**src/inc/tcc_pkg.sv**
```systemverilog
// Purpose: constants for the timer capture/compare register block
// Assumes: 32-bit AHB-Lite slave, one aligned word per register
// Notes: offsets, control fields and codes shared by design and bench
package tcc_pkg;
  // Byte offsets of the register map
  localparam logic [7:0] OFS_GRA = 8'h00;
  localparam logic [7:0] OFS_GRB = 8'h04;
  localparam logic [7:0] OFS_GRC = 8'h08;
  localparam logic [7:0] OFS_GRD = 8'h0C;
  localparam logic [7:0] OFS_CTRL = 8'h10;
  localparam logic [7:0] OFS_STAT = 8'h14;
  // Control word fields
  localparam int CTL_MODE = 0;   // 4 bits, 1 = capture
  localparam int CTL_SEL = 4;    // 8 bits, 2 per register
  localparam int CTL_FSC = 12;
  localparam int CTL_FSD = 13;
  localparam int CTL_BFC = 14;
  localparam int CTL_BFD = 15;
  localparam int CTL_W = 16;
  localparam logic [15:0] CTL_RST = 16'h3000;
  localparam logic [15:0] GR_RST = 16'hFFFF;
  // Status word fields
  localparam int STA_FLAG = 0;   // 4 sticky flags
  localparam int STA_PIN = 4;    // 4 pin levels
  // Edge select and output action codes
  localparam logic [1:0] EDG_RISE = 2'h0;
  localparam logic [1:0] EDG_FALL = 2'h1;
  localparam logic [1:0] EDG_BOTH = 2'h2;
  localparam logic [1:0] ACT_NONE = 2'h0;
  localparam logic [1:0] ACT_LOW = 2'h1;
  localparam logic [1:0] ACT_HIGH = 2'h2;
  localparam logic [1:0] ACT_TGL = 2'h3;
  // Example compare values for 1 ms and 2 ms
  localparam logic [15:0] EX_CMP_B = 16'h3E7F;
  localparam logic [15:0] EX_CMP_D = 16'h7CFF;
  localparam logic [1:0] HTR_NONSEQ = 2'h2;
endpackage

```
**src/hdl/tcc_top.sv**
```systemverilog
// Purpose: four general registers of one timer channel, capture and compare
// Assumes: counter comes from same clock domain and advances once per enabled cycle
// Notes: zero wait state AHB-Lite slave; response always OKAY
//
// Decided for this implementation: the AHB-Lite interface to the registers and the address map.
`timescale 1ns/100ps
module tcc_top (
  input wire logic sys_clk_i,
  input wire logic nrst_i,
  input wire logic clk_en_i,
  input wire logic hsel_i,
  input wire logic [7:0] haddr_i,
  input wire logic [1:0] htrans_i,
  input wire logic hwrite_i,
  input wire logic [2:0] hsize_i,
  input wire logic [31:0] hwdata_i,
  input wire logic hready_i,
  output logic [31:0] hrdata_o,
  output logic hreadyout_o,
  output logic hresp_o,
  input wire logic [15:0] channel_counter_i,
  input wire logic [3:0] timer_pin_i,
  output logic [3:0] timer_pin_o,
  output logic [3:0] timer_pin_oe_o
);
  logic [15:0] gr_q [4];
  logic [15:0] ctl_q;
  logic [3:0] flag_q;
  logic [3:0] seen_q;
  logic [3:0] s1_q, s2_q, s3_q;
  logic [3:0] pin_q, oe_q;
  logic wr_q;
  logic [7:0] wad_q;
  logic [31:0] rd_q;
  logic [3:0] cap, match, rise, fall;
  logic [3:0] mode;
  logic [1:0] sel [4];
  logic fsc, fsd, bfc, bfd;
  logic acc, wr_en;
  logic [31:0] rd_d;

  assign mode = ctl_q[tcc_pkg::CTL_MODE +: 4];
  assign fsc = ctl_q[tcc_pkg::CTL_FSC];
  assign fsd = ctl_q[tcc_pkg::CTL_FSD];
  assign bfc = ctl_q[tcc_pkg::CTL_BFC];
  assign bfd = ctl_q[tcc_pkg::CTL_BFD];
  assign acc = hsel_i && hready_i && htrans_i == tcc_pkg::HTR_NONSEQ;
  assign wr_en = wr_q && clk_en_i;

  // Pin synchroniser; stage one feeds stage two, which feeds stage three
  always_ff @(posedge sys_clk_i or negedge nrst_i) begin
    if (!nrst_i) begin
      s1_q <= 4'h0;
      s2_q <= 4'h0;
      s3_q <= 4'h0;
    end else if (clk_en_i) begin
      s1_q <= timer_pin_i;
      s2_q <= s1_q;
      s3_q <= s2_q;
    end
  end

  // Per-register edge qualify and compare detect
  genvar g;
  generate
    for (g = 0; g < 4; g++) begin : g_ch
      assign sel[g] = ctl_q[tcc_pkg::CTL_SEL + 2 * g +: 2];
      assign rise[g] = s2_q[g] && !s3_q[g];
      assign fall[g] = !s2_q[g] && s3_q[g];
      assign cap[g] = clk_en_i && mode[g] && (g < 2 || !(g == 2 ? bfc : bfd)) &&
        ((sel[g] == tcc_pkg::EDG_RISE && rise[g]) ||
         (sel[g] == tcc_pkg::EDG_FALL && fall[g]) ||
         (sel[g] == tcc_pkg::EDG_BOTH && (rise[g] || fall[g])));
      assign match[g] = clk_en_i && !mode[g] && channel_counter_i == gr_q[g] &&
        (g < 2 || !((g == 2 ? bfc : bfd) && (g == 2 ? fsc : fsd)));
    end
  endgenerate

  // Read mux, evaluated in the address phase
  always_comb begin
    rd_d = 32'h0000_0000;
    case (haddr_i)
      tcc_pkg::OFS_GRA: rd_d[15:0] = gr_q[0];
      tcc_pkg::OFS_GRB: rd_d[15:0] = gr_q[1];
      tcc_pkg::OFS_GRC: rd_d[15:0] = gr_q[2];
      tcc_pkg::OFS_GRD: rd_d[15:0] = gr_q[3];
      tcc_pkg::OFS_CTRL: rd_d[15:0] = ctl_q;
      tcc_pkg::OFS_STAT: rd_d[7:0] = {pin_q, flag_q};
      default: rd_d = 32'h0000_0000;
    endcase
  end

  // Bus slave: address phase latch, registered read data
  always_ff @(posedge sys_clk_i or negedge nrst_i) begin
    if (!nrst_i) begin
      wr_q <= 1'b0;
      wad_q <= 8'h00;
      rd_q <= 32'h0000_0000;
      hreadyout_o <= 1'b0;
      hresp_o <= 1'b0;
    end else if (clk_en_i) begin
      hreadyout_o <= 1'b1;
      hresp_o <= 1'b0;
      if (hready_i) begin
        wr_q <= acc && hwrite_i;
        wad_q <= haddr_i;
        rd_q <= (acc && !hwrite_i) ? rd_d : 32'h0000_0000;
      end
    end
  end
  assign hrdata_o = rd_q;

  // Control word, software only
  always_ff @(posedge sys_clk_i or negedge nrst_i) begin
    if (!nrst_i) begin
      ctl_q <= tcc_pkg::CTL_RST;
    end else if (wr_en && wad_q == tcc_pkg::OFS_CTRL) begin
      ctl_q <= hwdata_i[tcc_pkg::CTL_W-1:0];
    end
  end

  // General registers A and B
  // Capture beats buffer load, which beats software
  always_ff @(posedge sys_clk_i or negedge nrst_i) begin
    if (!nrst_i) begin
      gr_q[0] <= tcc_pkg::GR_RST;
      gr_q[1] <= tcc_pkg::GR_RST;
    end else begin
      if (cap[0]) begin
        gr_q[0] <= channel_counter_i;
      end else if (match[0] && bfc && fsc) begin
        gr_q[0] <= gr_q[2];
      end else if (wr_en && wad_q == tcc_pkg::OFS_GRA) begin
        gr_q[0] <= hwdata_i[15:0];
      end
      if (cap[1]) begin
        gr_q[1] <= channel_counter_i;
      end else if (match[1] && bfd && fsd) begin
        gr_q[1] <= gr_q[3];
      end else if (wr_en && wad_q == tcc_pkg::OFS_GRB) begin
        gr_q[1] <= hwdata_i[15:0];
      end
    end
  end

  // General registers C and D
  always_ff @(posedge sys_clk_i or negedge nrst_i) begin
    if (!nrst_i) begin
      gr_q[2] <= tcc_pkg::GR_RST;
      gr_q[3] <= tcc_pkg::GR_RST;
    end else begin
      if (cap[2]) begin
        gr_q[2] <= channel_counter_i;
      end else if (cap[0] && bfc) begin
        gr_q[2] <= gr_q[0];
      end else if (wr_en && wad_q == tcc_pkg::OFS_GRC) begin
        gr_q[2] <= hwdata_i[15:0];
      end
      if (cap[3]) begin
        gr_q[3] <= channel_counter_i;
      end else if (cap[1] && bfd) begin
        gr_q[3] <= gr_q[1];
      end else if (wr_en && wad_q == tcc_pkg::OFS_GRD) begin
        gr_q[3] <= hwdata_i[15:0];
      end
    end
  end

  function automatic logic act(input logic lvl, input logic [1:0] a);
    act = lvl;
    case (a)
      tcc_pkg::ACT_LOW: act = 1'b0;
      tcc_pkg::ACT_HIGH: act = 1'b1;
      tcc_pkg::ACT_TGL: act = !lvl;
      default: act = lvl;
    endcase
  endfunction

  // Compare outputs; C and D may steer pins A and B instead
  always_ff @(posedge sys_clk_i or negedge nrst_i) begin
    if (!nrst_i) begin
      pin_q <= 4'h0;
      oe_q <= 4'h0;
    end else if (clk_en_i) begin
      if (match[0]) begin
        pin_q[0] <= act(pin_q[0], sel[0]);
      end else if (match[2] && !fsc && !bfc) begin
        pin_q[0] <= act(pin_q[0], sel[2]);
      end
      if (match[1]) begin
        pin_q[1] <= act(pin_q[1], sel[1]);
      end else if (match[3] && !fsd && !bfd) begin
        pin_q[1] <= act(pin_q[1], sel[3]);
      end
      // plain compare on C and D
      if (match[2] && fsc && !bfc) begin
        pin_q[2] <= act(pin_q[2], sel[2]);
      end
      if (match[3] && fsd && !bfd) begin
        pin_q[3] <= act(pin_q[3], sel[3]);
      end
      oe_q[0] <= !mode[0] && sel[0] != tcc_pkg::ACT_NONE;
      oe_q[1] <= !mode[1] && sel[1] != tcc_pkg::ACT_NONE;
      oe_q[2] <= !mode[2] && fsc && !bfc && sel[2] != tcc_pkg::ACT_NONE;
      oe_q[3] <= !mode[3] && fsd && !bfd && sel[3] != tcc_pkg::ACT_NONE;
    end
  end
  assign timer_pin_o = pin_q;
  assign timer_pin_oe_o = oe_q;

  // Sticky flags: a flag clears only if read while set; set wins
  always_ff @(posedge sys_clk_i or negedge nrst_i) begin
    if (!nrst_i) begin
      flag_q <= 4'h0;
      seen_q <= 4'h0;
    end else if (clk_en_i) begin
      for (int i = 0; i < 4; i++) begin
        // set on event, read then write 0
        if (cap[i] || match[i]) begin
          flag_q[i] <= 1'b1;
        end else if (wr_q && wad_q == tcc_pkg::OFS_STAT && seen_q[i] && !hwdata_i[i]) begin
          flag_q[i] <= 1'b0;
          seen_q[i] <= 1'b0;
        end
        if (hready_i && acc && !hwrite_i && haddr_i == tcc_pkg::OFS_STAT && flag_q[i]) begin
          seen_q[i] <= 1'b1;
        end
      end
    end
  end
endmodule // tcc_top

```
**config.mk**
```make
export PLATFORM = sky130hd
export DESIGN_NAME = tcc_top
export DESIGN_NICKNAME = d
export VERILOG_FILES = /design/src/inc/tcc_pkg.sv /design/src/hdl/tcc_top.sv
export SDC_FILE = /design/constraint.sdc
export NUM_CORES = 1
export LEC_CHECK = 0
export BUFFER_PORTS_ARGS = -buffer_cell sky130_fd_sc_hd__buf_2
export CELL_PAD_IN_SITES_DETAIL_PLACEMENT = 0
export CELL_PAD_IN_SITES_GLOBAL_PLACEMENT = 1
export CORE_MARGIN = 2
export CORE_UTILIZATION = 40
export CTS_BUF_LIST = sky130_fd_sc_hd__clkbuf_4
export CTS_CLUSTER_DIAMETER = 200
export DETAILED_ROUTE_END_ITERATION = 8
export PLACE_DENSITY_LB_ADDON = 0.1
export SYNTH_ARGS = -nofsm -noshare
export SYNTH_HDL_FRONTEND = slang
export SYNTH_SLANG_ARGS = --single-unit
```
**constraint.sdc**
```tcl
create_clock -name sys_clk_i -period 4.85 [get_ports sys_clk_i]
set_input_delay 0.2425 -clock sys_clk_i [delete_from_list [all_inputs] [get_ports sys_clk_i]]
set_output_delay 0.2425 -clock sys_clk_i [all_outputs]
set_load 0.01 [all_outputs]
```
# Word-level counts from Yosys, hierarchy flattened
# Index checks and enable logic that the tools add are counted.
dict set report totals {
  regBits 150
  latchBits 0
  ram_bits 0
  romBits 0
  inputBits 71
  output_inout_bits 42
  word_cells 273
  mem_count 0
}
dict set report op_classes {
  add_sub_neg 0
  mul 0
  div_mod_pow 0
  magnitude_cmp 0
  n_eq_ne 33
  shift 0
  muxes 41
  bitwise 0
  reduce_logical 174
}
# op count
set op_table {}
lappend op_table {{$mux W16} 13}
lappend op_table {{$logic_and A1 B1 Y1} 90}
lappend op_table {{$eq A16 B16 Y1} 4}
lappend op_table {{$pmux W8 S6} 1}
lappend op_table {{$pmux W8 S5} 1}
lappend op_table {{$eq A8 B4 Y1 const B} 4}
lappend op_table {{$eq A8 B5 Y1 const B} 4}
lappend op_table {{$reduce_bool A2 Y1} 14}
lappend op_table {{$logic_not A1 Y1} 27}
lappend op_table {{$mux W1} 20}
lappend op_table {{$eq A2 B2 Y1 const B} 9}
lappend op_table {{$pmux W1 S3} 6}
lappend op_table {{$reduce_and A3 Y1} 6}
lappend op_table {{$reduce_bool A3 Y1} 6}
lappend op_table {{$eq A8 B3 Y1 const B} 2}
lappend op_table {{$logic_not A8 Y1} 2}
lappend op_table {{$logic_or A1 B1 Y1} 16}
lappend op_table {{$reduce_and A2 Y1} 5}
lappend op_table {{$eq A2 B1 Y1 const B} 4}
lappend op_table {{$logic_not A2 Y1} 4}
lappend op_table {{$ne A2 B1 Y1 const B} 4}
lappend op_table {{$ne A4 B1 Y1 const B} 2}
lappend op_table {{$reduce_and A4 Y1} 2}
lappend op_table {{$reduce_bool A4 Y1} 2}

# Depth between registers and ports, before layout
# Gate-level depths: netlist of run 1.
dict set report logic_depth {
  word_depth 9
  depth_mapped 10
}

# Least setup slack after synthesis of run 1
# Ideal clock, no wire load.
dict set report synth_timing {
  kind {reg2reg}
  startpoint {register s2_q[1]}
  endpoint {register gr_q[36] (netlist name)}
  arrival_ps 2074
  t_required_ps 4777
  slack_ps 2703
  path_stages_with_launch 9
  path_buffers 2
  synth_period_minus_slack_ps 2147
  path_cell_list {dfrtp_1 -> ha_1 -> or3_1 -> and2_1 -> a41o_1 -> buf_4 -> nor2_1 -> buf_2 -> o2bb2ai_1}
}
dict set report synth_between {
  elab_chain_cells 7
  word_cells_on_any_way 12
  classes_between {mux: 1; reduce/logical: 11}
}
# item line_no
set synth_rtl {}
lappend synth_rtl {{start, declared} tcc_top.sv:30} ;# logic [3:0] s1_q, s2_q, s3_q;
lappend synth_rtl {{start signal, assigned} tcc_top.sv:58} ;# s2_q <= s1_q;
lappend synth_rtl {{$logic_not A1 Y1} tcc_top.sv:69} ;# assign fall[g] = !s2_q[g] && s3_q[g];
lappend synth_rtl {{$logic_and A1 B1 Y1} tcc_top.sv:69}
lappend synth_rtl {{$logic_and A1 B1 Y1 / $logic_or A1 B1 Y1 (equally long branches)} {tcc_top.sv:72, tcc_top.sv:73}}
lappend synth_rtl {{$logic_or A1 B1 Y1 / $logic_and A1 B1 Y1 (equally long branches)} {tcc_top.sv:71, tcc_top.sv:73}}
lappend synth_rtl {{$logic_or A1 B1 Y1 *} tcc_top.sv:72} ;# (sel[g] == tcc_pkg::EDG_FALL && fall[g]) ||
lappend synth_rtl {{$logic_and A1 B1 Y1 *} tcc_top.sv:70} ;# assign cap[g] = clk_en_i && mode[g] && (g < 2 || !(g == 2 ? bfc : bfd)) &&
lappend synth_rtl {{$reduce_bool A3 Y1 (no source line) / $mux W16 (equally long branches)} n/a}
lappend synth_rtl {{end, declared} tcc_top.sv:26} ;# logic [15:0] gr_q [4];
# Mark *: on every way between the ends. The rest lies on a longest branch, timed or not.
# A chain may end at the register's enable or synchronous reset.

# Final worst setup path of run 1
dict set report layout_timing {
  startpoint {register gr_q[34] (netlist name)}
  endpoint {register gr_q[45] (netlist name)}
}
dict set report layout_between {
  elab_chain_cells 6
  word_cells_on_any_way 7
  classes_between {eq/ne: 1; mux: 2; reduce/logical: 4}
}
# item line_no
set layout_rtl {}
lappend layout_rtl {{$eq A16 B16 Y1 *} tcc_top.sv:74} ;# assign match[g] = clk_en_i && !mode[g] && channel_counter_i == gr_q[g] &&
lappend layout_rtl {{$logic_and A1 B1 Y1 *} tcc_top.sv:74}
lappend layout_rtl {{$logic_and A1 B1 Y1 * (2 in series)} tcc_top.sv:138} ;# end else if (match[1] && bfd && fsd) begin
lappend layout_rtl {{$mux W16} tcc_top.sv:138}
lappend layout_rtl {{$mux W16} tcc_top.sv:136} ;# if (cap[1]) begin
# Marks and branches as above.

==> metrics, run 1 <==
FFs w/ async S/R, synth 1.00; most common cell type on the critical path nand4_1; CP Class reg -> reg; vias per inst about 6.0; detailed-route DRC error count 0; initial antenna violation count 1; Die X 150 um; Tightest Pin Transition 1.11 ns; Crit. End Element flip-flop; Finished Layout Cells 1251; min-delay src channel_counter_i[14]; count leader, synth nand2_1; Yosys top cell by area dfstp_2; vias in the first global route 7457; worst hold path class in -> reg; Post-synth EDFFs 0; sequential share of the synthesized area 0.404; Post-synth top cells nand2_1 (98), dfrtp_1 (68), dfstp_2 (66); Final Hold Viols 0; largest cells by area after synthesis dfstp_2 (20%), dfrtp_1 (20%), nand2_1 (4.3%); Hold Slack 0.0516 ns; Critical Path AT 3.72 ns; total track usage 0.283; Post-Syn Area 0.00851 mm^2; achievable clock frequency 310 MHz; worst r2r src gr_q[34]; routability congestion estimate a little over 0.9; Reg power frac 0.534; pwr dens 239 mW/mm^2; Root Buffer clkbuf_4; Synth warnings 0; CP peak stage delay 1.00 ns; H-tree depth 4; Synth Flop Type dfrtp_1; Psw 0.660 mW; num rows 53; largest net degree at the start of global routing 75; # hold bufs at CTS 27; Max Clock Skew 0.0202 ns; Pleak 4.23 nW; final WL around 31000 um; slowest stage cell, crit path nand4_1; worst-path fanout max 16; worst relative slew slack 0.258; CP startpoint gr_q[34]; Avg Inst Size Synth 9.52 um^2; Clock Tree Buf Depth 2; post-synthesis cell count between 800 and 900; endpoints failing setup 0; Setup TNS 0 ns; share of post-route cells with drive strength above 1 0.249; Critical path buffers and inverters 0; clock slew at reported path FFs 0.13 ns; post-CTS setup buffers 0; core area 0.0210 mm^2; Die Span Y around 150 um; cell breakdown of the critical path xnor2_1 -> nand4_1 -> nor4_1 -> nand4_1 -> o22ai_1 -> o2bb2ai_1; CP delay by family, top simple AND/OR/NAND/NOR gates; P_int 1.60 mW; fin crit share 0.665; dpl ws 1.75 ns; max_cap viols 0; Routed Antenna Nets 0; Layout Nets 1044; # clock sinks 134; Comb pwr share 0.121; Worst Setup Start Kind flip-flop; Port Buf Inserts 76; worst setup margin 1.63 ns; fin. max-slew vios 0; Top Ports 113; gr ovfl total 0; Max IR drop VDD 0.112 mV; sw frac 0.292; Yosys cell types between 60 and 70; status completed; via count between 7000 and 8000; CTS tree built; TritonRoute pass-1 iters 5; WL/cell 25.0 um; Layout area overhead 11.1%; TritonCTS buffer count 17; DP Area approximately 0.0089 mm^2; cell area after layout 0.00946 mm^2; placed insts 1190; #FFs+latches synth 134; Initial Util 0.406; first-pass GRT wire length 46200 um; clock group share of total power 0.344; drt initial violations 679; Final min period 3.22 ns; post-synth top area share 0.204; post-DP HPWL 21900 um; die area 0.0225 mm^2; Clock Latency Late Sink 0.56 ns; WP data required 5.35 ns; unrepaired setup endpoints after global routing no; # resized after CTS 0
## registers in the layout (all words and copies together) (netlist names)
register,count
timer_pin_o,4
s1_q,4
timer_pin_oe_o,4
wr_q,1
wad_q,8
ctl_q,16
hreadyout_o,1
gr_q,64
hrdata_o,16
flag_q,4
s2_q,4
seen_q,4
s3_q,4
## final timing paths
kind,to,slack [ns],cells past startpoint
max,gr_q[45],1.63,6
min,gr_q[46],0.05,3
max reg2reg,gr_q[45],1.63,6
min reg2reg,hreadyout_o,0.47,1
max in group asynchronous,ctl_q[6],3.28,3
min in group asynchronous,s3_q[0],0.26,2
## cells by family after synthesis
family	Yosys count	synth area share
simple gates	313	0.183
flops	134	0.404
mux	63	0.0963
other cells	1	0.000440
compound gates	205	0.164
xor+xnor	64	0.0658
buf+inv	102	0.0689
fa+ha+maj	12	0.0176
## area by class of cell
cell class | instances | area (um^2)
fillers | 2043 | 11500
multi-input cells | 674 | 4560
flip-flops and latches | 134 | 3440
repair buffers | 120 | 785
well taps | 275 | 344
clock buffers | 20 | 150
clock inverters | 12 | 130
inverters | 14 | 52.6
diodes | 2 | 5.00
## worst min-delay path: cells and delay by family
kind	cells	cell delay (ns)
buffers and inverters	1	0.17
AO/OA/AOI/OAI	2	0.20
## placed cells by master (no fill, tap or decap), types with 9 or more instances in the layout
cell and n:
dfstp_2 66, o21ai_0 33, o21ai_1 10, mux2_2 31
mux2i_1 20, conb_1 17, o22ai_1 36, dfrtp_1 68
nand3_1 54, nor4_1 10, nand2_1 98, a311oi_1 16
o2bb2ai_1 18, and3_1 18, inv_1 14, a21o_1 19
mux4_2 12, nor3_1 9, xnor2_1 40, nor2_1 54
ha_1 12, nand4_1 12, xor2_1 24, dlygate4sd3_1 27
clkbuf_4 20, buf_4 17, a21oi_1 33, buf_2 75
or3_1 19
## power groups by stage
stage / sequential, mW / combinational, mW / clock, mW
floorplan: 1.21 / 0.169 / 0
global placement: 1.22 / 0.248 / 0
detailed placement: 1.23 / 0.256 / 0
CTS: 1.21 / 0.274 / 0.803
global route: 1.21 / 0.301 / 0.851
finish: 1.21 / 0.274 / 0.779
## metal layers
metal,GRT usage,vias to the layer above,share of wire
met3,0.0595,60,0.073
met1,0.367,3761,0.42
met5,0,-,0
met4,0.105,0,0.030
li1,-,3362,-
met2,0.464,338,0.48
## through the flow
stage | utilization | power, mW
floorplan | - | 1.38
global placement | 0.425 | 1.47
detailed placement | 0.425 | 1.48
CTS | 0.451 | 2.28
global route | 0.452 | 2.37
finish | 0.452 | 2.26
(Power assumes the default switching activity.)
==> inputs of run 2 (changes only) <==
==> constraint.sdc (replaced) <==
create_clock -name sys_clk_i -period 3.3 [get_ports sys_clk_i]
set_input_delay 0.165 -clock sys_clk_i [delete_from_list [all_inputs] [get_ports sys_clk_i]]
set_output_delay 0.165 -clock sys_clk_i [all_outputs]
set_load 0.01 [all_outputs]
==> metrics, run 2 (synthesized netlist as in run 1, its figures left out) <==
Critical Path AT 3.50 ns; Root Buffer clkbuf_4; total track usage 0.290; Clock Tree Buf Depth 2; Routed Antenna Nets 0; Pleak ~4.4 nW; H-tree depth 4; min-delay src channel_counter_i[1]; # clock sinks 134; Crit. End Element flip-flop; commonest non-fill, non-tap cell in the layout nand2_1; CTS tree built; num rows between 50 and 60; reg2reg path depth 9; largest net degree at the start of global routing 70; CP peak stage delay 0.61 ns; TritonCTS buffer count 17; via count 7755; routability congestion estimate 0.918; worst hold path class in -> reg; max reg flops 64; WL/cell 24.7 um; critical path depth 9; worst-path fanout max 16; slowest stage cell, crit path dfstp_2; pwr dens 338 mW/mm^2; Largest Register gr_q; r2r setup slk 0.29 ns; Layout area overhead 14.7%; core area 0.0210 mm^2; Tightest Pin Transition 0.920 ns; Critical path buffers and inverters 3; fin. max-slew vios 0; Clock Latency Late Sink 0.56 ns; share of post-route cells with drive strength above 1 0.248; endpoints failing setup 0; worst hold stages 3; Final min period 3.01 ns; drt initial violations 753; CP Class reg -> reg; vias per inst slightly above 6; Worst Setup Start Kind flip-flop; achievable clock frequency 332 MHz; WP data required 3.79 ns; worst r2r src gr_q[39]; Die X 150 um; placed insts about 1200; Initial Util 0.406; CP delay by family, top buffers and inverters; fin crit share 0.912; Top Ports 113; detailed-route DRC error count 0; WHS Endpoint gr_q[1]; Max IR drop VDD between 0.2 and 0.25 mV; vias in the first global route approximately 7600; initial antenna violation count 1; unrepaired setup endpoints after global routing no; first-pass GRT wire length 47700 um; status completed; final WL 31700 um; Final Hold Viols 0; Layout Nets around 1100; commonest non-fill, non-tap cells in the layout nand2_1 (98), buf_2 (75), dfrtp_1 (68); Port Buf Inserts 76; Finished Layout Cells 1282; die area 0.0225 mm^2; r2r endpoint gr_q[34]; fill count about 2100; most common cell type on the critical path buf_4; Max Clock Skew around 0.033 ns; gr ovfl total 0; cell breakdown of the critical path xnor2_1 -> nand4_1 -> nor3_1 -> buf_4 -> a41o_1 -> nor2_1 -> buf_4 -> o2bb2ai_1 -> dlygate4sd3_1; TritonRoute pass-1 iters 5; Die Span Y around 150 um; post-DP HPWL 22400 um; Setup TNS 0 ns; worst relative slew slack 0.385; max_cap viols 0; clock slew at reported path FFs 0.13 ns
run 2: cell types whose count changed in the layout (fill, tap and decap cells not counted), moves of 2 or more:
cell / delta
inv_6: -2
clkinv_2: +2
buf_12: +2
buf_4: +7
dlygate4sd3_1: +23
clkinv_1: +3
run 2: area by class of cell:
type | instances | area (um^2) | share of cell area
Antenna cell | 1 | 2.50 | 0.000256
Clock buffer | 20 | 150 | 0.0154
Clock inverter | 12 | 111 | 0.0114
Inverter | 14 | 52.6 | 0.00538
Multi-Input combinational cell | 674 | 4560 | 0.467
Sequential cell | 134 | 3440 | 0.352
Tap cell | 275 | 344 | 0.0352
Timing Repair Buffer | 152 | 1110 | 0.113
run 2: what timing repair did:
item	4_1_cts	5_1_grt
resized for setup	0	0
setup buffers	0	0
hold buffers	50	0
hold endpoints to repair	102	0
run 2: layer usage:
metal,track usage,wire (um),vias up
met3,0.0561,2470,53
met2,0.478,15200,375
met4,0.0882,820,0
met1,0.388,13300,3902
met5,0,0,-
li1,-,-,3425
run 2: worst max path at each step:
stage | startpoint | end | slack [ns]
after global routing | s2_q[1] | gr_q[47] | 0.20
after floorplan | s2_q[1] | gr_q[36] | 1.15
after global placement | s2_q[1] | gr_q[2] | 0.74
after detailed placement | clk_en_i | gr_q[10] | 0.68
final | gr_q[39] | gr_q[34] | 0.29
after CTS | gr_q[39] | gr_q[35] | 0.32
run 2: report_power, final:
| group | internal, mW | switching (mW) | total, mW | leakage (nW) |
|---|---|---|---|---|
| combinational | 0.179 | 0.253 | 0.432 | 2.66 |
| sequential | 1.72 | 0.0581 | 1.78 | 1.58 |
| clock | 0.460 | 0.635 | 1.10 | 0.146 |
run 2: worst reg2reg max path: cells and delay by family, from the launching register on:
family,cells,cell delay (ns)
flip-flops,1,0.61
AND/OR/NAND/NOR,3,0.57
AO/OA/AOI/OAI,2,0.63
buffers and inverters,3,0.98
XOR/XNOR,1,0.14
run 2: per-stage QoR:
step / hold WS (ns) / instance area, um^2 / setup slack, ns / util / total power, mW
floorplan: -0.131 / 8570 / 1.15 / - / 2.03
global placement: 0.219 / 9000 / 0.738 / 0.429 / 2.18
detailed placement: 0.227 / 9000 / 0.679 / 0.429 / 2.19
CTS: 0.00480 / 9760 / 0.318 / 0.466 / 3.33
global route: 0.0322 / 9760 / 0.202 / 0.466 / 3.47
finish: 0.0439 / 9760 / 0.289 / 0.466 / 3.30
